<file path="config.mk">
export PLATFORM = sky130hd
export DESIGN_NAME = clh_top
export DESIGN_NICKNAME = d
export VERILOG_FILES = /design/src/hw/clh_pkg.sv /design/src/hw/clh_deglitch.sv /design/src/hw/clh_irq.sv /design/src/hw/clh_top.sv
export SDC_FILE = /design/constraint.sdc
export NUM_CORES = 1
export LEC_CHECK = 0
export BUFFER_PORTS_ARGS = -buffer_cell sky130_fd_sc_hd__buf_2
export CORE_UTILIZATION = 55
export CTS_BUF_LIST = sky130_fd_sc_hd__clkbuf_16
export DETAILED_ROUTE_END_ITERATION = 8
export PLACE_DENSITY = 0.85
export SYNTH_ARGS = -nofsm -noshare
export SYNTH_HDL_FRONTEND = slang
export SYNTH_SLANG_ARGS = --single-unit
</file>
<file path="constraint.sdc">
create_clock -name sys_clk_in -period 4.85 [get_ports sys_clk_in]
set_input_delay 0.2425 -clock sys_clk_in [delete_from_list [all_inputs] [get_ports sys_clk_in]]
set_output_delay 0.2425 -clock sys_clk_in [all_outputs]
set_load 0.02 [all_outputs]
</file>
<file path="src/hw/clh_pkg.sv">
`default_nettype none
package clh_pkg;

  // Timing
  localparam int CLK_PERIOD_NS = 5;
  localparam int US_NS         = 1000;
  localparam int CYC_PER_US    = (US_NS + CLK_PERIOD_NS - 1) / CLK_PERIOD_NS;

  // Register byte offsets
  localparam logic [7:0] CFG_OFS    = 8'h00;
  localparam logic [7:0] WAIT_OFS   = 8'h04;
  localparam logic [7:0] STAT_OFS   = 8'h08;
  localparam logic [7:0] CLR_OFS    = 8'h0C;
  localparam logic [7:0] IEN_OFS    = 8'h10;
  localparam logic [7:0] STATE_OFS  = 8'h14;
  localparam logic [7:0] CTRL_OFS   = 8'h18;

  // Configuration field positions
  localparam int RETRY_LIM_LSB = 0;
  localparam int FILT_LSB      = 12;
  localparam int MODE_LSB      = 15;
  localparam int THR_LSB       = 19;
  localparam int NM_EN_BIT     = 28;

  // Reset values
  localparam logic [31:0] CFG_RST  = 32'h0000_0000;
  localparam logic [15:0] WAIT_RST = 16'h03E8;

  // Status bit positions
  localparam int ST_LOCK  = 0;
  localparam int ST_LATCH = 1;
  localparam int ST_RETRY = 2;
  localparam int ST_NOMTR = 3;
  localparam int ST_W     = 4;

  // Fixed filter for the no-motor comparison, in microseconds
  localparam logic [2:0] NM_FILT_US = 3'h7;

  // Phase current units are 0.1 mA
  localparam logic [15:0] NM_THR_TAB [8] = '{16'h01D4, 16'h01D4, 16'h0271,
                                             16'h030C, 16'h0618, 16'h0C30,
                                             16'h1248, 16'h186A};
  localparam logic [4:0] RETRY_TAB [8] = '{5'h00, 5'h02, 5'h03, 5'h05,
                                           5'h07, 5'h0A, 5'h0F, 5'h14};

  typedef enum logic [1:0] {
    CLH_GATE_RUN,
    CLH_GATE_TRI,
    CLH_GATE_HS,
    CLH_GATE_LS
  } clh_gate_e;

  typedef enum logic [1:0] {
    CLH_RUN,
    CLH_WAIT,
    CLH_LATCH
  } clh_state_e;

  typedef struct packed {
    logic       nm_en;
    logic [2:0] nm_thr;
    logic [3:0] mode;
    logic [2:0] filt;
    logic [2:0] retry_lim;
  } clh_cfg_s;

  typedef struct packed {
    logic        psel;
    logic        penable;
    logic        pwrite;
    logic [7:0]  paddr;
    logic [31:0] pwdata;
  } clh_apb_req_s;

  typedef struct packed {
    logic        pready;
    logic        pslverr;
    logic [31:0] prdata;
  } clh_apb_rsp_s;

endpackage
`default_nettype wire

</file>
<file path="src/hw/clh_deglitch.sv">
`timescale 1ns/1ps
`default_nettype none
module clh_deglitch
  import clh_pkg::*;
#(
  parameter int CNT_W = 11
)(
  input  wire logic       sys_clk_in,
  input  wire logic       rst_in,
  input  wire logic       raw_in,
  input  wire logic [2:0] filt_us_in,
  output logic            flt_out
);

  logic [CNT_W-1:0] cnt;
  logic [CNT_W-1:0] next_cnt;
  logic             next_flt;
  logic [CNT_W-1:0] limit;

  assign limit = CNT_W'(int'(filt_us_in) * CYC_PER_US);

  always_comb
  begin
    next_cnt = cnt;
    next_flt = 1'b0;
    if (!raw_in)
    begin
      next_cnt = '0;
    end
    else if (cnt >= limit)
    begin
      next_flt = 1'b1;
    end
    else
    begin
      next_cnt = cnt + CNT_W'(1);
      next_flt = (cnt + CNT_W'(1)) >= limit;
    end
  end

  always_ff @(posedge sys_clk_in or posedge rst_in)
  begin
    if (rst_in)
    begin
      cnt     <= '0;
      flt_out <= 1'b0;
    end
    else
    begin
      cnt     <= next_cnt;
      flt_out <= next_flt;
    end
  end
endmodule
`default_nettype wire

</file>
<file path="src/hw/clh_irq.sv">
`timescale 1ns/1ps
`default_nettype none
module clh_irq #(
  parameter int W = 4
)(
  input  wire logic         sys_clk_in,
  input  wire logic         rst_in,
  input  wire logic [W-1:0] set_in,
  input  wire logic         clr_wr_in,
  input  wire logic         en_wr_in,
  input  wire logic [W-1:0] wdata_in,
  output logic [W-1:0]      status_out,
  output logic [W-1:0]      enable_out,
  output logic              irq_out
);

  logic [W-1:0] next_status;
  logic [W-1:0] next_enable;
  logic         next_irq;

  always_comb
  begin
    next_status = status_out;
    next_enable = enable_out;
    if (clr_wr_in)
    begin
      next_status = next_status & ~wdata_in;
    end
    // Set wins over a clear in the same cycle
    next_status = next_status | set_in;
    if (en_wr_in)
    begin
      next_enable = wdata_in;
    end
    next_irq = |(next_status & next_enable);
  end

  always_ff @(posedge sys_clk_in or posedge rst_in)
  begin
    if (rst_in)
    begin
      status_out <= '0;
      enable_out <= '0;
      irq_out    <= 1'b0;
    end
    else
    begin
      status_out <= next_status;
      enable_out <= next_enable;
      irq_out    <= next_irq;
    end
  end

endmodule
`default_nettype wire

</file>
<file path="src/hw/clh_top.sv">
// Functional notes
// - Three-bit code picks no-motor threshold, 0.0468 A to 0.625 A.
// - Response codes 0 and 1 latch the fault and tristate the gates.
// - Response code 2 latches the fault and turns on all high sides.
// - Response code 3 latches the fault and turns on all low sides.
// - Codes 4 to 7 clear the fault after the retry wait and rerun.
// - Retries are counted; beyond the limit the fault latches until software releases it.
// - Retry faulted stage: tristate for 4 and 5, high 6, low 7.
// - Codes 8 to 15 disable detection; no fault, outputs untouched.
// - Deglitch field: zero is unfiltered, 1 to 7 are microseconds.
// - A latched fault drives the active-low fault pin low.
// - Retry limit codes: 0 unlimited, then 2,3,5,7,10,15,20.
// - No-motor check works only while its enable bit is set.
`timescale 1ns/1ps
`default_nettype none
module clh_top
  import clh_pkg::*;
#(
  parameter int WAIT_W = 16
)(
  input  wire logic          sys_clk_in,
  input  wire logic          rst_in,
  input  wire clh_apb_req_s  apb_in,
  input  wire logic          current_limit_trip_in,
  input  wire logic          motor_driven_in,
  input  wire logic [15:0]   phase_current_in,
  output clh_apb_rsp_s       apb_out,
  output clh_gate_e          gate_mode_out,
  output logic               fault_indicator_low_out,
  output logic               retry_run_out,
  output logic               no_motor_lock_out,
  output logic               irq_out
);

  clh_cfg_s          cfg;
  logic [31:0]       cfg_word;
  logic [31:0]       next_cfg_word;
  logic [WAIT_W-1:0] lock_retry_wait;
  logic [WAIT_W-1:0] next_lock_retry_wait;
  clh_apb_rsp_s      next_apb;
  logic              wr_take;
  logic              clr_wr;
  logic              ien_wr;
  logic              sw_unlatch;
  logic [ST_W-1:0]   status;
  logic [ST_W-1:0]   irq_en;
  logic [ST_W-1:0]   ev_set;

  clh_state_e        state;
  clh_state_e        next_state;
  logic [3:0]        fault_mode;
  logic [3:0]        next_fault_mode;
  logic [4:0]        retry_cnt;
  logic [4:0]        next_retry_cnt;
  logic [WAIT_W-1:0] wait_cnt;
  logic [WAIT_W-1:0] next_wait_cnt;
  logic [7:0]        div_cnt;
  logic [7:0]        next_div_cnt;
  logic              us_tick;
  logic              next_us_tick;
  logic              trip_flt;
  logic              trip_flt_d;
  logic              detect;
  logic              wait_done;
  logic [4:0]        retry_lim;
  logic              nm_raw;
  logic              nm_flt;
  clh_gate_e         next_gate;
  logic              next_retry_run;
  logic              ev_latch;
  logic              ev_retry;

  assign cfg.retry_lim = cfg_word[RETRY_LIM_LSB +: 3];
  assign cfg.filt      = cfg_word[FILT_LSB +: 3];
  assign cfg.mode      = cfg_word[MODE_LSB +: 4];
  assign cfg.nm_thr    = cfg_word[THR_LSB +: 3];
  assign cfg.nm_en     = cfg_word[NM_EN_BIT];

  // APB slave, one wait state so read data comes from a register
  assign wr_take    = apb_in.psel && apb_in.penable && apb_out.pready &&
                      apb_in.pwrite;
  assign clr_wr     = wr_take && apb_in.paddr == CLR_OFS;
  assign ien_wr     = wr_take && apb_in.paddr == IEN_OFS;
  assign sw_unlatch = wr_take && apb_in.paddr == CTRL_OFS &&
                      apb_in.pwdata[0];

  always_comb
  begin
    next_cfg_word        = cfg_word;
    next_lock_retry_wait = lock_retry_wait;
    next_apb             = '0;
    if (wr_take && apb_in.paddr == CFG_OFS)
    begin
      next_cfg_word = apb_in.pwdata & 32'h103F_F007;
    end
    if (wr_take && apb_in.paddr == WAIT_OFS)
    begin
      next_lock_retry_wait = apb_in.pwdata[WAIT_W-1:0];
    end
    if (apb_in.psel && apb_in.penable && !apb_out.pready)
    begin
      next_apb.pready = 1'b1;
      unique case (apb_in.paddr)
        CFG_OFS:   next_apb.prdata = cfg_word;
        WAIT_OFS:  next_apb.prdata = 32'(lock_retry_wait);
        STAT_OFS:  next_apb.prdata = 32'(status);
        CLR_OFS:   next_apb.prdata = 32'h0000_0000;
        IEN_OFS:   next_apb.prdata = 32'(irq_en);
        STATE_OFS: next_apb.prdata = {20'h00000, 3'(retry_cnt),
                                      2'(gate_mode_out), 5'(retry_cnt),
                                      2'(state)};
        CTRL_OFS:  next_apb.prdata = 32'h0000_0000;
        default:   next_apb.pslverr = 1'b1;
      endcase
    end
  end

  always_ff @(posedge sys_clk_in or posedge rst_in)
  begin
    if (rst_in)
    begin
      cfg_word        <= CFG_RST;
      lock_retry_wait <= WAIT_W'(WAIT_RST);
      apb_out         <= '0;
    end
    else
    begin
      cfg_word        <= next_cfg_word;
      lock_retry_wait <= next_lock_retry_wait;
      apb_out         <= next_apb;
    end
  end

  clh_deglitch u_trip_filter (
    .sys_clk_in (sys_clk_in),
    .rst_in     (rst_in),
    .raw_in     (current_limit_trip_in),
    .filt_us_in (cfg.filt),
    .flt_out    (trip_flt)
  );

  // A disabled check, an undriven motor or adequate current clears the comparison
  assign nm_raw = cfg.nm_en && motor_driven_in &&
                  phase_current_in < NM_THR_TAB[cfg.nm_thr];

  clh_deglitch u_nm_filter (
    .sys_clk_in (sys_clk_in),
    .rst_in     (rst_in),
    .raw_in     (nm_raw),
    .filt_us_in (NM_FILT_US),
    .flt_out    (nm_flt)
  );

  assign detect    = trip_flt && !trip_flt_d && !cfg.mode[3];
  assign retry_lim = RETRY_TAB[cfg.retry_lim];
  assign wait_done = state == CLH_WAIT && us_tick &&
                     wait_cnt >= lock_retry_wait;

  always_comb
  begin
    next_state      = state;
    next_fault_mode = fault_mode;
    next_retry_cnt  = retry_cnt;
    next_wait_cnt   = wait_cnt;
    next_retry_run  = 1'b0;
    ev_latch        = 1'b0;
    ev_retry        = 1'b0;
    next_div_cnt    = div_cnt + 8'h01;
    next_us_tick    = 1'b0;
    if (div_cnt == 8'(CYC_PER_US - 1))
    begin
      next_div_cnt = 8'h00;
      next_us_tick = 1'b1;
    end
    unique case (state)
      CLH_RUN:
      begin
        if (detect)
        begin
          next_fault_mode = cfg.mode;
          if (!cfg.mode[2])
          begin
            next_state = CLH_LATCH;
            ev_latch   = 1'b1;
          end
          else if (retry_lim != 5'h00 && retry_cnt >= retry_lim)
          begin
            next_state = CLH_LATCH;
            ev_latch   = 1'b1;
          end
          else
          begin
            next_state    = CLH_WAIT;
            next_wait_cnt = '0;
            ev_retry      = 1'b1;
            if (retry_cnt != 5'h1F)
            begin
              next_retry_cnt = retry_cnt + 5'h01;
            end
          end
        end
      end
      CLH_WAIT:
      begin
        if (wait_done)
        begin
          next_state     = CLH_RUN;
          next_retry_run = 1'b1;
        end
        else if (us_tick)
        begin
          next_wait_cnt = wait_cnt + WAIT_W'(1);
        end
      end
      CLH_LATCH:
      begin
        // Only software releases a latched fault
        if (sw_unlatch)
        begin
          next_state     = CLH_RUN;
          next_retry_cnt = 5'h00;
        end
      end
    endcase
    next_gate = CLH_GATE_RUN;
    if (next_state != CLH_RUN)
    begin
      unique case (next_fault_mode[1:0])
        2'h2:    next_gate = CLH_GATE_HS;
        2'h3:    next_gate = CLH_GATE_LS;
        default: next_gate = CLH_GATE_TRI;
      endcase
    end
  end

  always_ff @(posedge sys_clk_in or posedge rst_in)
  begin
    if (rst_in)
    begin
      state                   <= CLH_RUN;
      fault_mode              <= 4'h0;
      retry_cnt               <= 5'h00;
      wait_cnt                <= '0;
      div_cnt                 <= 8'h00;
      us_tick                 <= 1'b0;
      trip_flt_d              <= 1'b0;
      gate_mode_out           <= CLH_GATE_RUN;
      fault_indicator_low_out <= 1'b1;
      retry_run_out           <= 1'b0;
      no_motor_lock_out       <= 1'b0;
    end
    else
    begin
      state                   <= next_state;
      fault_mode              <= next_fault_mode;
      retry_cnt               <= next_retry_cnt;
      wait_cnt                <= next_wait_cnt;
      div_cnt                 <= next_div_cnt;
      us_tick                 <= next_us_tick;
      trip_flt_d              <= trip_flt;
      gate_mode_out           <= next_gate;
      fault_indicator_low_out <= next_state != CLH_LATCH;
      retry_run_out           <= next_retry_run;
      no_motor_lock_out       <= nm_flt;
    end
  end

  assign ev_set = {nm_flt && !no_motor_lock_out, ev_retry, ev_latch,
                   detect};

  clh_irq #(
    .W (ST_W)
  ) u_irq (
    .sys_clk_in (sys_clk_in),
    .rst_in     (rst_in),
    .set_in     (ev_set),
    .clr_wr_in  (clr_wr),
    .en_wr_in   (ien_wr),
    .wdata_in   (apb_in.pwdata[ST_W-1:0]),
    .status_out (status),
    .enable_out (irq_en),
    .irq_out    (irq_out)
  );
endmodule
`default_nettype wire

</file>
# Word level (Yosys, flattened, before mapping)
# Memory sizes are Yosys's and may differ from the RTL's.
# Cells that the tools add are included.
# word_totals
wordCells,151
rom_bits,168
regBits,137
input_bits,63
ram_bits,0
n_memories,2
latch_bits,0
# mem_list
name,depth,word_bits,read_ports,rd_ports_with_merged_regs,wr,line,text
(no name shown),8,16,1,0,0,clh_top.sv:144,phase_current_in < NM_THR_TAB[cfg.nm_thr];
(no name shown),8,5,1,0,0,clh_top.sv:155,assign retry_lim = RETRY_TAB[cfg.retry_lim];
# classes
n_div,0
n_mux,51
multipliers,1
add_sub_neg,5
bitwise,6
eq_ne,22
magnitude_cmp,9
shifts,0
n_reduce_logical,32
# ops
operator,count
one-hot mux 29 bit (5 select lines),1
two-way mux 16 bit,7
two-way mux 11 bit,4
two-way mux 5 bit,7
two-way mux 34 bit,1
one-hot mux 16 bit (2 select lines),1
== test 8 x 5 -> 1 bit (second input constant),3
adder 11 x 1 -> 11 bit (second input constant),2
>= comparator 11 bit,2
>= comparator 11 bit (second input constant),2
!= test 2 bit (second input constant),10
logical AND 1 bit,18
adder 16 x 1 -> 16 bit (second input constant),1
== test 8 x 4 -> 1 bit (second input constant),2
>= comparator 16 bit,1
< comparator 16 bit,1
two-way mux 1 bit,16
two-way mux 2 bit,8
AND reduction 6 bit,2
one-hot mux 5 bit (2 select lines),1
adder 8 x 1 -> 8 bit (second input constant),1
AND 4 bit,2
== test 8 x 3 -> 1 bit (second input constant),1
== test 8 bit (second input constant),1
21 further kinds,31

# Logic depth before layout (Yosys ltp)
# Gate-level depths: netlist of the first run.
# logic_depth
depth_word,13
mapped_depth,12

# By module
# A second synthesis of the first run with hierarchy kept.
# hier_totals
cells_unflattened,819
area_unflattened_um2,8267.9
# modules_own_cells
module,n_inst,area_each_um2,cells_each
clh_top,1,5559.1,529
clh_deglitch (u_nm_filter),1,1208.7,133
clh_deglitch (u_trip_filter),1,1133.6,130
clh_irq,1,366.6,27

# Worst setup path after synthesis of the first run
# No wires, ideal clock.
# synth_timing
path_kind,reg2reg
start,register cfg_word[13]
end,register u_trip_filter.cnt[1]
t_required_ps,4730
n_path_buf,0
arrival_time_ps,2506
setup_time_ps,120
synth_period_minus_slack_ps,2626
path_stages_with_launch,13
setup_slack_ps,2224
cell_sequence,dfrtp_1 -> inv_1 -> ha_1 -> inv_1 -> ha_1 -> inv_1 -> ha_1 -> o21a_1 -> o21ai_0 -> a211oi_1 -> nor3_2 -> mux2i_1 -> nor2b_1
# synth_via
elab_chain_len,3
# synth_rtl
item,line,text
start: declaration,clh_top.sv:36,logic [31:0] cfg_word;
start signal: assignment,clh_top.sv:128,cfg_word <= next_cfg_word;
multiplier 3 x 5 -> 8 bit,clh_deglitch.sv:20,assign limit = CNT_W'(int'(filt_us_in) * CYC_PER_US);
>= comparator 11 bit,clh_deglitch.sv:30,else if (cnt >= limit)
!= test 2 bit (no line),n/a,
end signal: assignment,clh_deglitch.sv:50,cnt <= next_cnt;
end: declaration,clh_deglitch.sv:15,logic [CNT_W-1:0] cnt;
# No other way between the ends.
# A chain may end at the register's enable or synchronous reset.

# Worst setup path after layout of the first run
# layout_timing
start,register state[1]
end,register wait_cnt[4]
# layout_via
elab_chain_len,5
# layout_rtl
item,line,text
start: declaration,clh_top.sv:49,clh_state_e state;
start signal: assignment,clh_top.sv:254,state <= next_state;
== test 2 x 1 -> 1 bit,"clh_top.sv:156, clh_top.sv:175",
logical AND 1 bit (2 in a row),clh_top.sv:156,assign wait_done = state == CLH_WAIT && us_tick &&
!= test 2 bit (no line),n/a,
AND reduction 6 bit (no line),n/a,
end signal: assignment,clh_top.sv:257,wait_cnt <= next_wait_cnt;
end: declaration,clh_top.sv:55,logic [WAIT_W-1:0] wait_cnt;
# Parallel ways exist; a longest one is shown, timed or not.

==> results.cfg, run 1 <==
[grt]
grt_max_degree = 73
grt_pass1_wl_mm = 28.1
grt_pass1_vias = 5849
antenna_found_initial = 0
grt_overflow = 0
grt_usage = 0.253

[synth]
ys_warn_count = 0
yosysUniqueCellTypes = 71
synth_top_family_by_area = simple AND/OR/NAND/NOR gates
synthTopCellsByArea = dfrtp_1, ha_1, mux2_2
synthFlopType = dfrtp_1
synthArstFlopShare = 1.00
yosys.area.top_type_share = 0.401
syn_area_sq_um = 7560
synth-edff-count = 0
synth_compound_area_frac = 0.120
synthSimpleGateAreaFrac = 0.189
muxShareOfSynthArea = 0.0791
synth-adder-area-share = 0.111
syn_area_per_cell_sq_um = 9.96
synthTopCellsByCount = dfrtp_1, nand2_1, ha_1
yosysSeqAreaShare = 0.425
synth_most_common_cell = dfrtp_1
ys_seq_elements = 128
yosysTopAreaCell = dfrtp_1
synth_cells = 759
synth_xor_area_frac = 0.0324

[pwr]
leakage_nw = 4.26
switching_power_w = 0.000635
clockPowerShare = 0.481
swShare = 0.239
power_density_nw_per_um2 = 305
total_power_w = 0.00265
combPwrFrac = 0.101
intPower_w = 0.00202
seq_power_share = 0.418
peakVddDrop_mv = 0.235

[detailed_routing]
first_pass_iters = 7
final_antenna_net_count = 0
drc = 0
drt_iter0_markers = 396
wl_per_cell_um = 16.2
via_per_inst = 5.78
drt-total-wl_mm = 16.8
vias = 5990

[setup_path]
startpoint_type = flip-flop
slowest_delay_ns = 0.73
endpoint_kind = flip-flop
path_class = flip-flop to flip-flop
worstPathRequired_ns = 5.21
slowest_stage = ha_1
cp_max_fo = 25
path_common_cell = nand3_1
crit_chain = inv_1 > ha_1 > mux2_2 > nand3_1 > a311oi_1 > o21ai_0 > or4_1 > nand3_1
crit_arrival_ns = 3.62

[timing]
finalHoldViolCount = 0
clock.fmax_mhz = 307
worstMarginPinSlew_ns = 0.903
fin_crit_ns = 3.26
drv_slew = 0
post-route-period-util = 0.672
hold_slack_ns = 0.0532
rsz0062_at_grt = no
tns_ns = 0
finalClockSkew_ns = 0.0126
relSlewSlack = 0.389
worst_slack_ns = 1.59
finalSetupViolCount = 0

[floorplan]
die_area_sq_um = 14200
rows = 42
die_y_um = 119
core_sq_um = 13300
start_util = 0.566
die_w_um = 119
num_io_pins = 103

[cts]
cts_tree = built
clkTransAtPathRegs_ns = 0.06
root_buffer = clkbuf_16
post_cts_resized = 0
cts_buffers = 17
clk_latency_ns = 0.42
cts.htree.levels = 4
clock_sinks = 128
cts_hold_buf = 1
post-cts-setup-buffer-count = 0
max-clock-path-buffers = 2

[placed_design]
io_buffers = 84
place_hpwl_mm = 12.0
pre_cts_slack_ns = 1.70
routabilityCongestion = 0.883

[layout]
syn_to_final_growth_pct = 15.2
final_layout_size_suffix_gt1_frac = 0.194
finish.utilization = 0.653
nFillCells = 1028
layout.nets = 978

[min_path]
min_path_type = input pin to flip-flop

[outcome]
status = complete, no violations

[flow_run]
maxCapViolCount = 0
==> per-layer routing <==
| metal | vias up | global-route usage | part of all wire |
|---|---|---|---|
| li1 | 2877 | - | - |
| met3 | 34 | 0.0541 | 0.044 |
| met4 | 0 | 0.101 | 0.025 |
| met2 | 156 | 0.425 | 0.50 |
| met1 | 2923 | 0.317 | 0.43 |
| met5 | - | 0 | 0 |
==> logic make-up after synthesis <==
group | after synthesis
AOI/OAI and AO/OA | 133
xor gates and xnor gates | 28
adders and majority gates | 67
buffers and inverters | 74
DFF | 128
muxes | 55
other | 1
and+or+nand+nor | 273
==> final cells by class <==
| cell class | count | area, sq um | area share |
|---|---|---|---|
| clock buffer | 17 | 425 | 0.0488 |
| sequential | 128 | 3210 | 0.369 |
| timing repair buffer | 90 | 468 | 0.0537 |
| multi-input combinational | 565 | 4050 | 0.465 |
| inverter | 46 | 175 | 0.0201 |
| tap | 176 | 220 | 0.0253 |
| antenna | 1 | 2.50 | 0.000287 |
| clock inverter | 13 | 155 | 0.0178 |
==> path summary, 6_finish.rpt <==
path | start | end | slack, ns | cells past startpoint
worst max-delay path | state[1] | wait_cnt[4] | 1.59 | 8
worst min-delay path | apb_in[16] | cfg_word[16] | 0.05 | 2
worst max register to register | state[1] | wait_cnt[4] | 1.59 | 8
worst min register to register | u_nm_filter.flt_out | no_motor_lock_out | 0.41 | 0
max in group asynchronous | rst_in | lock_retry_wait[4] | 3.31 | 4
min in group asynchronous | rst_in | fault_mode[1] | 0.36 | 3
==> per-stage QoR <==
stage	instances	cell area, sq um
after floorplan	767	7590
after global placement	1004	8120
after detailed placement	1004	8120
after CTS	1035	8710
after global routing	1035	8710
final	1036	8710
==> critical path, delay by kind of cell, from the launching register on <==
| kind | cells | cell delay [ns] |
|---|---|---|
| adders and majority gates | 1 | 0.73 |
| buffers and inverters | 1 | 0.13 |
| and+or+nand+nor | 3 | 0.78 |
| DFF | 1 | 0.44 |
| AOI/OAI and AO/OA | 2 | 0.81 |
| muxes | 1 | 0.30 |
==> placed cells by master (no fill, tap or decap), types with 6 or more instances in the layout <==
master and count:
o21ai_0 29, dfrtp_1 121, and3_1 12, mux2i_1 20, nand2b_1 21, a21o_1 9
and2_1 18, nor4_1 8, nand3_1 35, nand2_1 76, dfstp_2 7, a22oi_1 7
inv_1 47, nor2_1 48, a21oi_1 24, ha_1 67, mux2_2 34, xor2_1 18
nor3_1 7, or4_1 6, o211ai_1 6, conb_1 9, nand4_1 6, xnor2_1 10
buf_2 84, clkbuf_16 17
==> power by group through the flow <==
stage                     clock network (W)  logic (W)  registers [W]
after floorplan                           0   0.000173        0.00113
after global routing                0.00134   0.000296        0.00111
final                               0.00128   0.000268        0.00111
after global placement                    0   0.000252        0.00113
after detailed placement                  0   0.000263        0.00113
after CTS                           0.00129   0.000265        0.00111
==> sequential cells by signal, indices dropped and copies added (netlist names), 2 cells and up <==
signal / flops
apb_out: 25
lock_retry_wait: 16
wait_cnt: 16
cfg_word: 14
u_nm_filter.cnt: 11
u_trip_filter.cnt: 11
div_cnt: 8
retry_cnt: 5
u_irq.enable_out: 4
u_irq.status_out: 4
fault_mode: 2
gate_mode_out: 2
state: 2
No activity file was read; power rests on OpenSTA's default activity.
==> inputs of run 2 (changes only) <==
Settings changed: ABC_AREA set to 1, CORE_UTILIZATION 55 to 53.
Clock period 4.85 ns to 2.7 ns, I/O delays scaled along.
==> run 2 against run 1 <==
- non-clock buffer count up 24
- final area up 2.3%
- utilization shrank 1.0 points
- fmax is 30% higher
- hold slack worse by 0.033 ns
- via count is 11% higher
- final cell count grew 20%
- clock power up 66%
- clock-buffer cell count is the same
- area after synthesis down 0.36%
- first-iteration DRC count up 17%
- sequential cell count is the same
==> results.cfg, run 2 <==
[detailed_routing]
via_per_inst = 5.35
first_pass_iters = 5
drt-total-wl_mm = 18.1
wl_per_cell_um = 14.5
drc = 0
drt_iter0_markers = 463
final_antenna_net_count = 0
vias = 6671

[synth]
synth_most_common_cell = nand2_1
yosysTopAreaCell = dfrtp_1
syn_area_sq_um = 7530
synthTopCellsByArea = dfrtp_1, ha_1, nand2_1
syn_area_per_cell_sq_um = 8.02
yosysUniqueCellTypes = 40
ys_warn_count = 0
synth_cells = 939
synthArstFlopShare = 1.00
ys_seq_elements = 128
synthFlopType = dfrtp_1
synthTopCellsByCount = nand2_1, inv_1, dfrtp_1
synth-edff-count = 0
yosys.area.top_type_share = 0.402
yosysSeqAreaShare = 0.426

[layout]
final_cell_mix = nand2_1, inv_1, dfrtp_1, nor2_1, buf_2
antenna_cells = 0
largest_register_ffs = 25
layout.nets = 1184
largest-register = apb_out
syn_to_final_growth_pct = 18.3
layout_commonest_cell = nand2_1
nFillCells = 1102
reg_top3 = apb_out (25), lock_retry_wait (16), wait_cnt (16)
final_layout_size_suffix_gt1_frac = 0.142

[flow_run]
maxCapViolCount = 0

[pwr]
switching_power_w = 0.00143
seq_power_share = 0.414
combPwrFrac = 0.162
power_density_nw_per_um2 = 564
intPower_w = 0.00360
peakVddDrop_mv = 0.490
swShare = 0.284
leakage_nw = 4.60
clockPowerShare = 0.424

[cts]
clkTransAtPathRegs_ns = 0.06
cts_tree = built
cts_buffers = 17
max-clock-path-buffers = 2
cts.htree.levels = 4
root_buffer = clkbuf_16
clock_sinks = 128
clk_latency_ns = 0.43

[timing]
finalClockSkew_ns = 0.0107
post-route-period-util = 0.929
worstMarginPinSlew_ns = 0.588
rsz0062_at_grt = no
relSlewSlack = 0.607
tns_ns = 0
finalSetupViolCount = 0
finalHoldViolCount = 0
clock.fmax_mhz = 399
drv_slew = 0
fin_crit_ns = 2.51
hold_slack_ns = 0.0200

[grt]
grt_pass1_wl_mm = 29.8
grt_overflow = 0
grt_usage = 0.265
antenna_found_initial = 0
grt_pass1_vias = 6435
grt_max_degree = 53

[floorplan]
die_w_um = 121
die_y_um = 121
rows = 43
core_sq_um = 13900
start_util = 0.543
num_io_pins = 103
die_area_sq_um = 14700

[outcome]
status = complete, no violations

[setup_path]
r2r_cells = 15
startpoint_type = flip-flop
worstPathRequired_ns = 3.01
path_class = flip-flop to flip-flop
r2r-start = u_trip_filter.cnt[0]
endpoint_kind = flip-flop
cp_max_fo = 5
r2r-end = u_trip_filter.flt_out
critPathLaunch = u_trip_filter.cnt[0]
r2r_slack_ns = 0.19
endpoint = u_trip_filter.flt_out
crit_arrival_ns = 2.82

[placed_design]
io_buffers = 84
routabilityCongestion = 0.919
place_hpwl_mm = 12.8

[min_path]
min_path_type = input pin to flip-flop
## run 2: repair_timing
action	in CTS	in global routing
buffers inserted	0	2
gates resized for setup	0	8
setup endpoints to repair	0	23
hold buffers	17	0
endpoints found under the hold margin	37	0
## run 2: worst min-delay path by stage
| stage | start | to | cells after the start |
|---|---|---|---|
| CTS | apb_in[41] | apb_out[33] | 3 |
| global route | apb_in[41] | apb_out[33] | 3 |
| floorplan | apb_in[5] | lock_retry_wait[5] | 2 |
| global placement | rst_in | apb_out[32] | 2 |
| finish | apb_in[41] | apb_out[33] | 3 |
| detailed placement | rst_in | apb_out[32] | 2 |
## run 2: metrics by stage
step                cell area (sq um)  power, W  worst slack, ns  cells   util
floorplan                        7570   0.00270            0.366    947      -
global placement                 8160   0.00287            0.244   1196  0.588
detailed placement               8160   0.00289            0.106   1196  0.588
CTS                              8870   0.00503           0.0589   1245  0.639
global route                     8910   0.00528           0.0246   1247  0.642
finish                           8910   0.00503            0.191   1247  0.642
## run 2: cells by family after synthesis
| kind of cell | Yosys count | synth area share |
|---|---|---|
| and+or+nand+nor | 406 | 0.235 |
| buffers and inverters | 161 | 0.0887 |
| AOI/OAI and AO/OA | 148 | 0.105 |
| DFF | 128 | 0.426 |
| adders and majority gates | 67 | 0.111 |
| xor gates and xnor gates | 27 | 0.0314 |
| other | 1 | 0.000498 |
| muxes | 1 | 0.00149 |
## run 2: layout make-up
type,count,area [sq um],share of cell area
multi-input cells,658,3700,0.416
flip-flops and latches,128,3210,0.361
repair buffers,114,713,0.0800
inverters,135,513,0.0576
clock buffers,17,425,0.0477
well taps,180,225,0.0253
clock inverters,15,118,0.0132
## run 2: layer usage
metal  global-route usage  routed length, um
met5                    0                  0
met4                0.117                457
met3               0.0634                928
met2                0.443               9020
met1                0.323               7730
## run 2: power by group through the flow
stage	clock network [W]	logic, W	registers [W]
2_1_floorplan	0	0.000595	0.00211
3_3_place_gp	0	0.000760	0.00211
3_5_place_dp	0	0.000784	0.00211
4_1_cts	0.00214	0.000811	0.00208
5_1_grt	0.00225	0.000934	0.00209
6_report	0.00213	0.000816	0.00208
## run 2: worst max-delay path, stage by stage (launching register included)
cell and delay, ns:
dfrtp_1 0.41, ha_1 0.21, nand2_1 0.07, nor2_1 0.14, inv_1 0.08, nor2_2 0.11
nand2_1 0.10, nor3_2 0.15, xor2_1 0.21, inv_1 0.07, ha_1 0.30, nand2_1 0.10
inv_1 0.05, nand4_1 0.08, o2111ai_1 0.12, o21a_1 0.19
==> inputs of run 3 (changes only) <==
Settings changed: CORE_UTILIZATION 53 to 40, CTS_BUF_LIST sky130_fd_sc_hd__clkbuf_16 to sky130_fd_sc_hd__clkbuf_4 sky130_fd_sc_hd__clkbuf_8, CTS_CLUSTER_DIAMETER set to 120, PLACE_DENSITY 0.85 to 0.69.
==> run 3 against run 2 <==
- the flow now finishes with violations (design-rule violations)
- largest cell class unchanged
- power shrank 11%
- hold slack gained 0.00058 ns
- critical path depth is the same
- clock-buffer cell count grew 7
==> results.cfg, run 3 (synthesis results as in run 2) <==
[outcome]
status = finished with violations
violations = design-rule violations

[cts]
root_buffer = clkbuf_8
max-clock-path-buffers = 2
post-cts-setup-buffer-count = 0
cts_buffers = 17
cts_tree = built
clk_latency_ns = 0.44
cts.htree.levels = 4
clock_sinks = 128
clkTransAtPathRegs_ns = 0.07

[setup_path]
r2r_slack_ns = 0.18
slowest_stage = dfrtp_2
r2r-start = u_trip_filter.cnt[0]
crit_chain = ha_1 > nand2_1 > nor2_1 > inv_1 > nor2_1 > nand2_1 > nor3_1 > xor2_1 > inv_1 > ha_1 > nand2_1 > inv_1 > nand4_1 > o2111ai_1 > o21a_1
r2r-end = u_trip_filter.flt_out
cp_max_fo = 5
r2r_cells = 15
endpoint_kind = flip-flop
slowest_delay_ns = 0.40
path_class = flip-flop to flip-flop
worstPathRequired_ns = 3.03
startpoint_type = flip-flop
crit_arrival_ns = 2.84

[layout]
layout_commonest_cell = nand2_1
final_cell_mix = nand2_1, inv_1, dfrtp_1, nor2_1, buf_2
antenna_cells = 0
layout.nets = 1189
largest-register = apb_out
final_layout_size_suffix_gt1_frac = 0.147
reg_top3 = apb_out (25), lock_retry_wait (16), wait_cnt (16)
final_cell_area_sq_um = 8860
largest_register_ffs = 25
syn_to_final_growth_pct = 17.6

[timing]
fin_crit_ns = 2.52
worstMarginPinSlew_ns = 0.769
rsz0062_at_grt = no
clock.fmax_mhz = 398
hold_slack_ns = 0.0206
drv_slew = 0
relSlewSlack = 0.486
finalClockSkew_ns = 0.0142
post-route-period-util = 0.932
tns_ns = 0
finalSetupViolCount = 0
finalHoldViolCount = 0

[grt]
grt_max_degree = 43
antenna_found_initial = 0
grt_overflow = 0
grt_usage = 0.187
grt_pass1_vias = 6225
grt_pass1_wl_mm = 29.0

[floorplan]
die_w_um = 139
core_sq_um = 18200
die_area_sq_um = 19400
die_y_um = 139
rows = 49
num_io_pins = 103
start_util = 0.414

[placed_design]
io_buffers = 84
routabilityCongestion = 0.868
place_hpwl_mm = 12.9
place_area_sq_um = 8240

[detailed_routing]
drt_iter0_markers = 366
wl_per_cell_um = 13.2
drc = 7
final_antenna_net_count = 0
vias = 6413
drt-total-wl_mm = 17.2
via_per_inst = 4.93
first_pass_iters = 9

[min_path]
hold_path_depth = 3
hold_start = apb_in[14]
whs_endpoint = lock_retry_wait[14]
min_path_type = input pin to flip-flop

[pwr]
leakage_nw = 4.52
power_density_nw_per_um2 = 506
total_power_w = 0.00448
peakVddDrop_mv = 0.297

[flow_run]
maxCapViolCount = 0
-- run 3: changes by cell type in the layout (fill, tap and decap cells not counted), sizes merged --
cell	previous run	this run
bufinv	2	1
clkbuf	17	24
clkinv	9	3
clkinvlp	2	5
dlygate4sd3	17	22
inv	137	133
-- run 3: layout make-up --
class                           count  area, sq um
Inverter                          135          513
Tap cell                          229          287
Clock buffer                       24          312
Fill cell                        1722         9350
Sequential cell                   128         3210
Timing Repair Buffer              119          763
Clock inverter                      7         77.6
Multi-Input combinational cell    658         3690
-- run 3: where the power goes --
part | internal, W | switching, W
sequential | 0.00200 | 0.0000799
combinational | 0.000279 | 0.000535
clock | 0.000855 | 0.000738
-- run 3: worst max-delay path by stage --
stage                     cells after the start                     to            startpoint
after floorplan                              13   u_trip_filter.cnt[1]          cfg_word[13]
after global placement                       15  u_trip_filter.flt_out  u_trip_filter.cnt[0]
after detailed placement                     14  u_trip_filter.flt_out  u_trip_filter.cnt[0]
after CTS                                    15  u_trip_filter.flt_out  u_trip_filter.cnt[0]
after global routing                         15  u_trip_filter.flt_out  u_trip_filter.cnt[0]
final                                        15  u_trip_filter.flt_out  u_trip_filter.cnt[0]
-- run 3: per-layer routing --
metal  wire [um]  part of all wire  vias up  global-route usage
met5           0                 0        -                   0
met4         277             0.016        0              0.0643
li1            -                 -     3308                   -
met2        8100              0.47      117               0.303
met3         620             0.036       21              0.0437
met1        8170              0.48     2967               0.245
-- run 3: metrics by stage --
stage / util / instances / setup WS (ns)
finish: 0.487 / 1300 / 0.184
global route: 0.487 / 1300 / 0.00671
CTS: 0.486 / 1300 / 0.158
detailed placement: 0.452 / 1247 / 0.175
global placement: 0.452 / 1247 / 0.214
floorplan: - / 947 / 0.366
-- run 3: worst max-delay path: cells and delay by family, from the launching register on --
family          cells  cell delay [ns]
buf+inv             3             0.17
xor+xnor            1             0.20
compound gates      2             0.30
fa+ha+maj           2             0.51
simple gates        7             0.84
flops               1             0.40
-- run 3: repair_timing --
item | CTS | global route
setup endpoints to repair | 0 | 2
hold buffers | 22 | 0
hold endpoints to repair | 54 | 0
gates resized for setup | 0 | 4
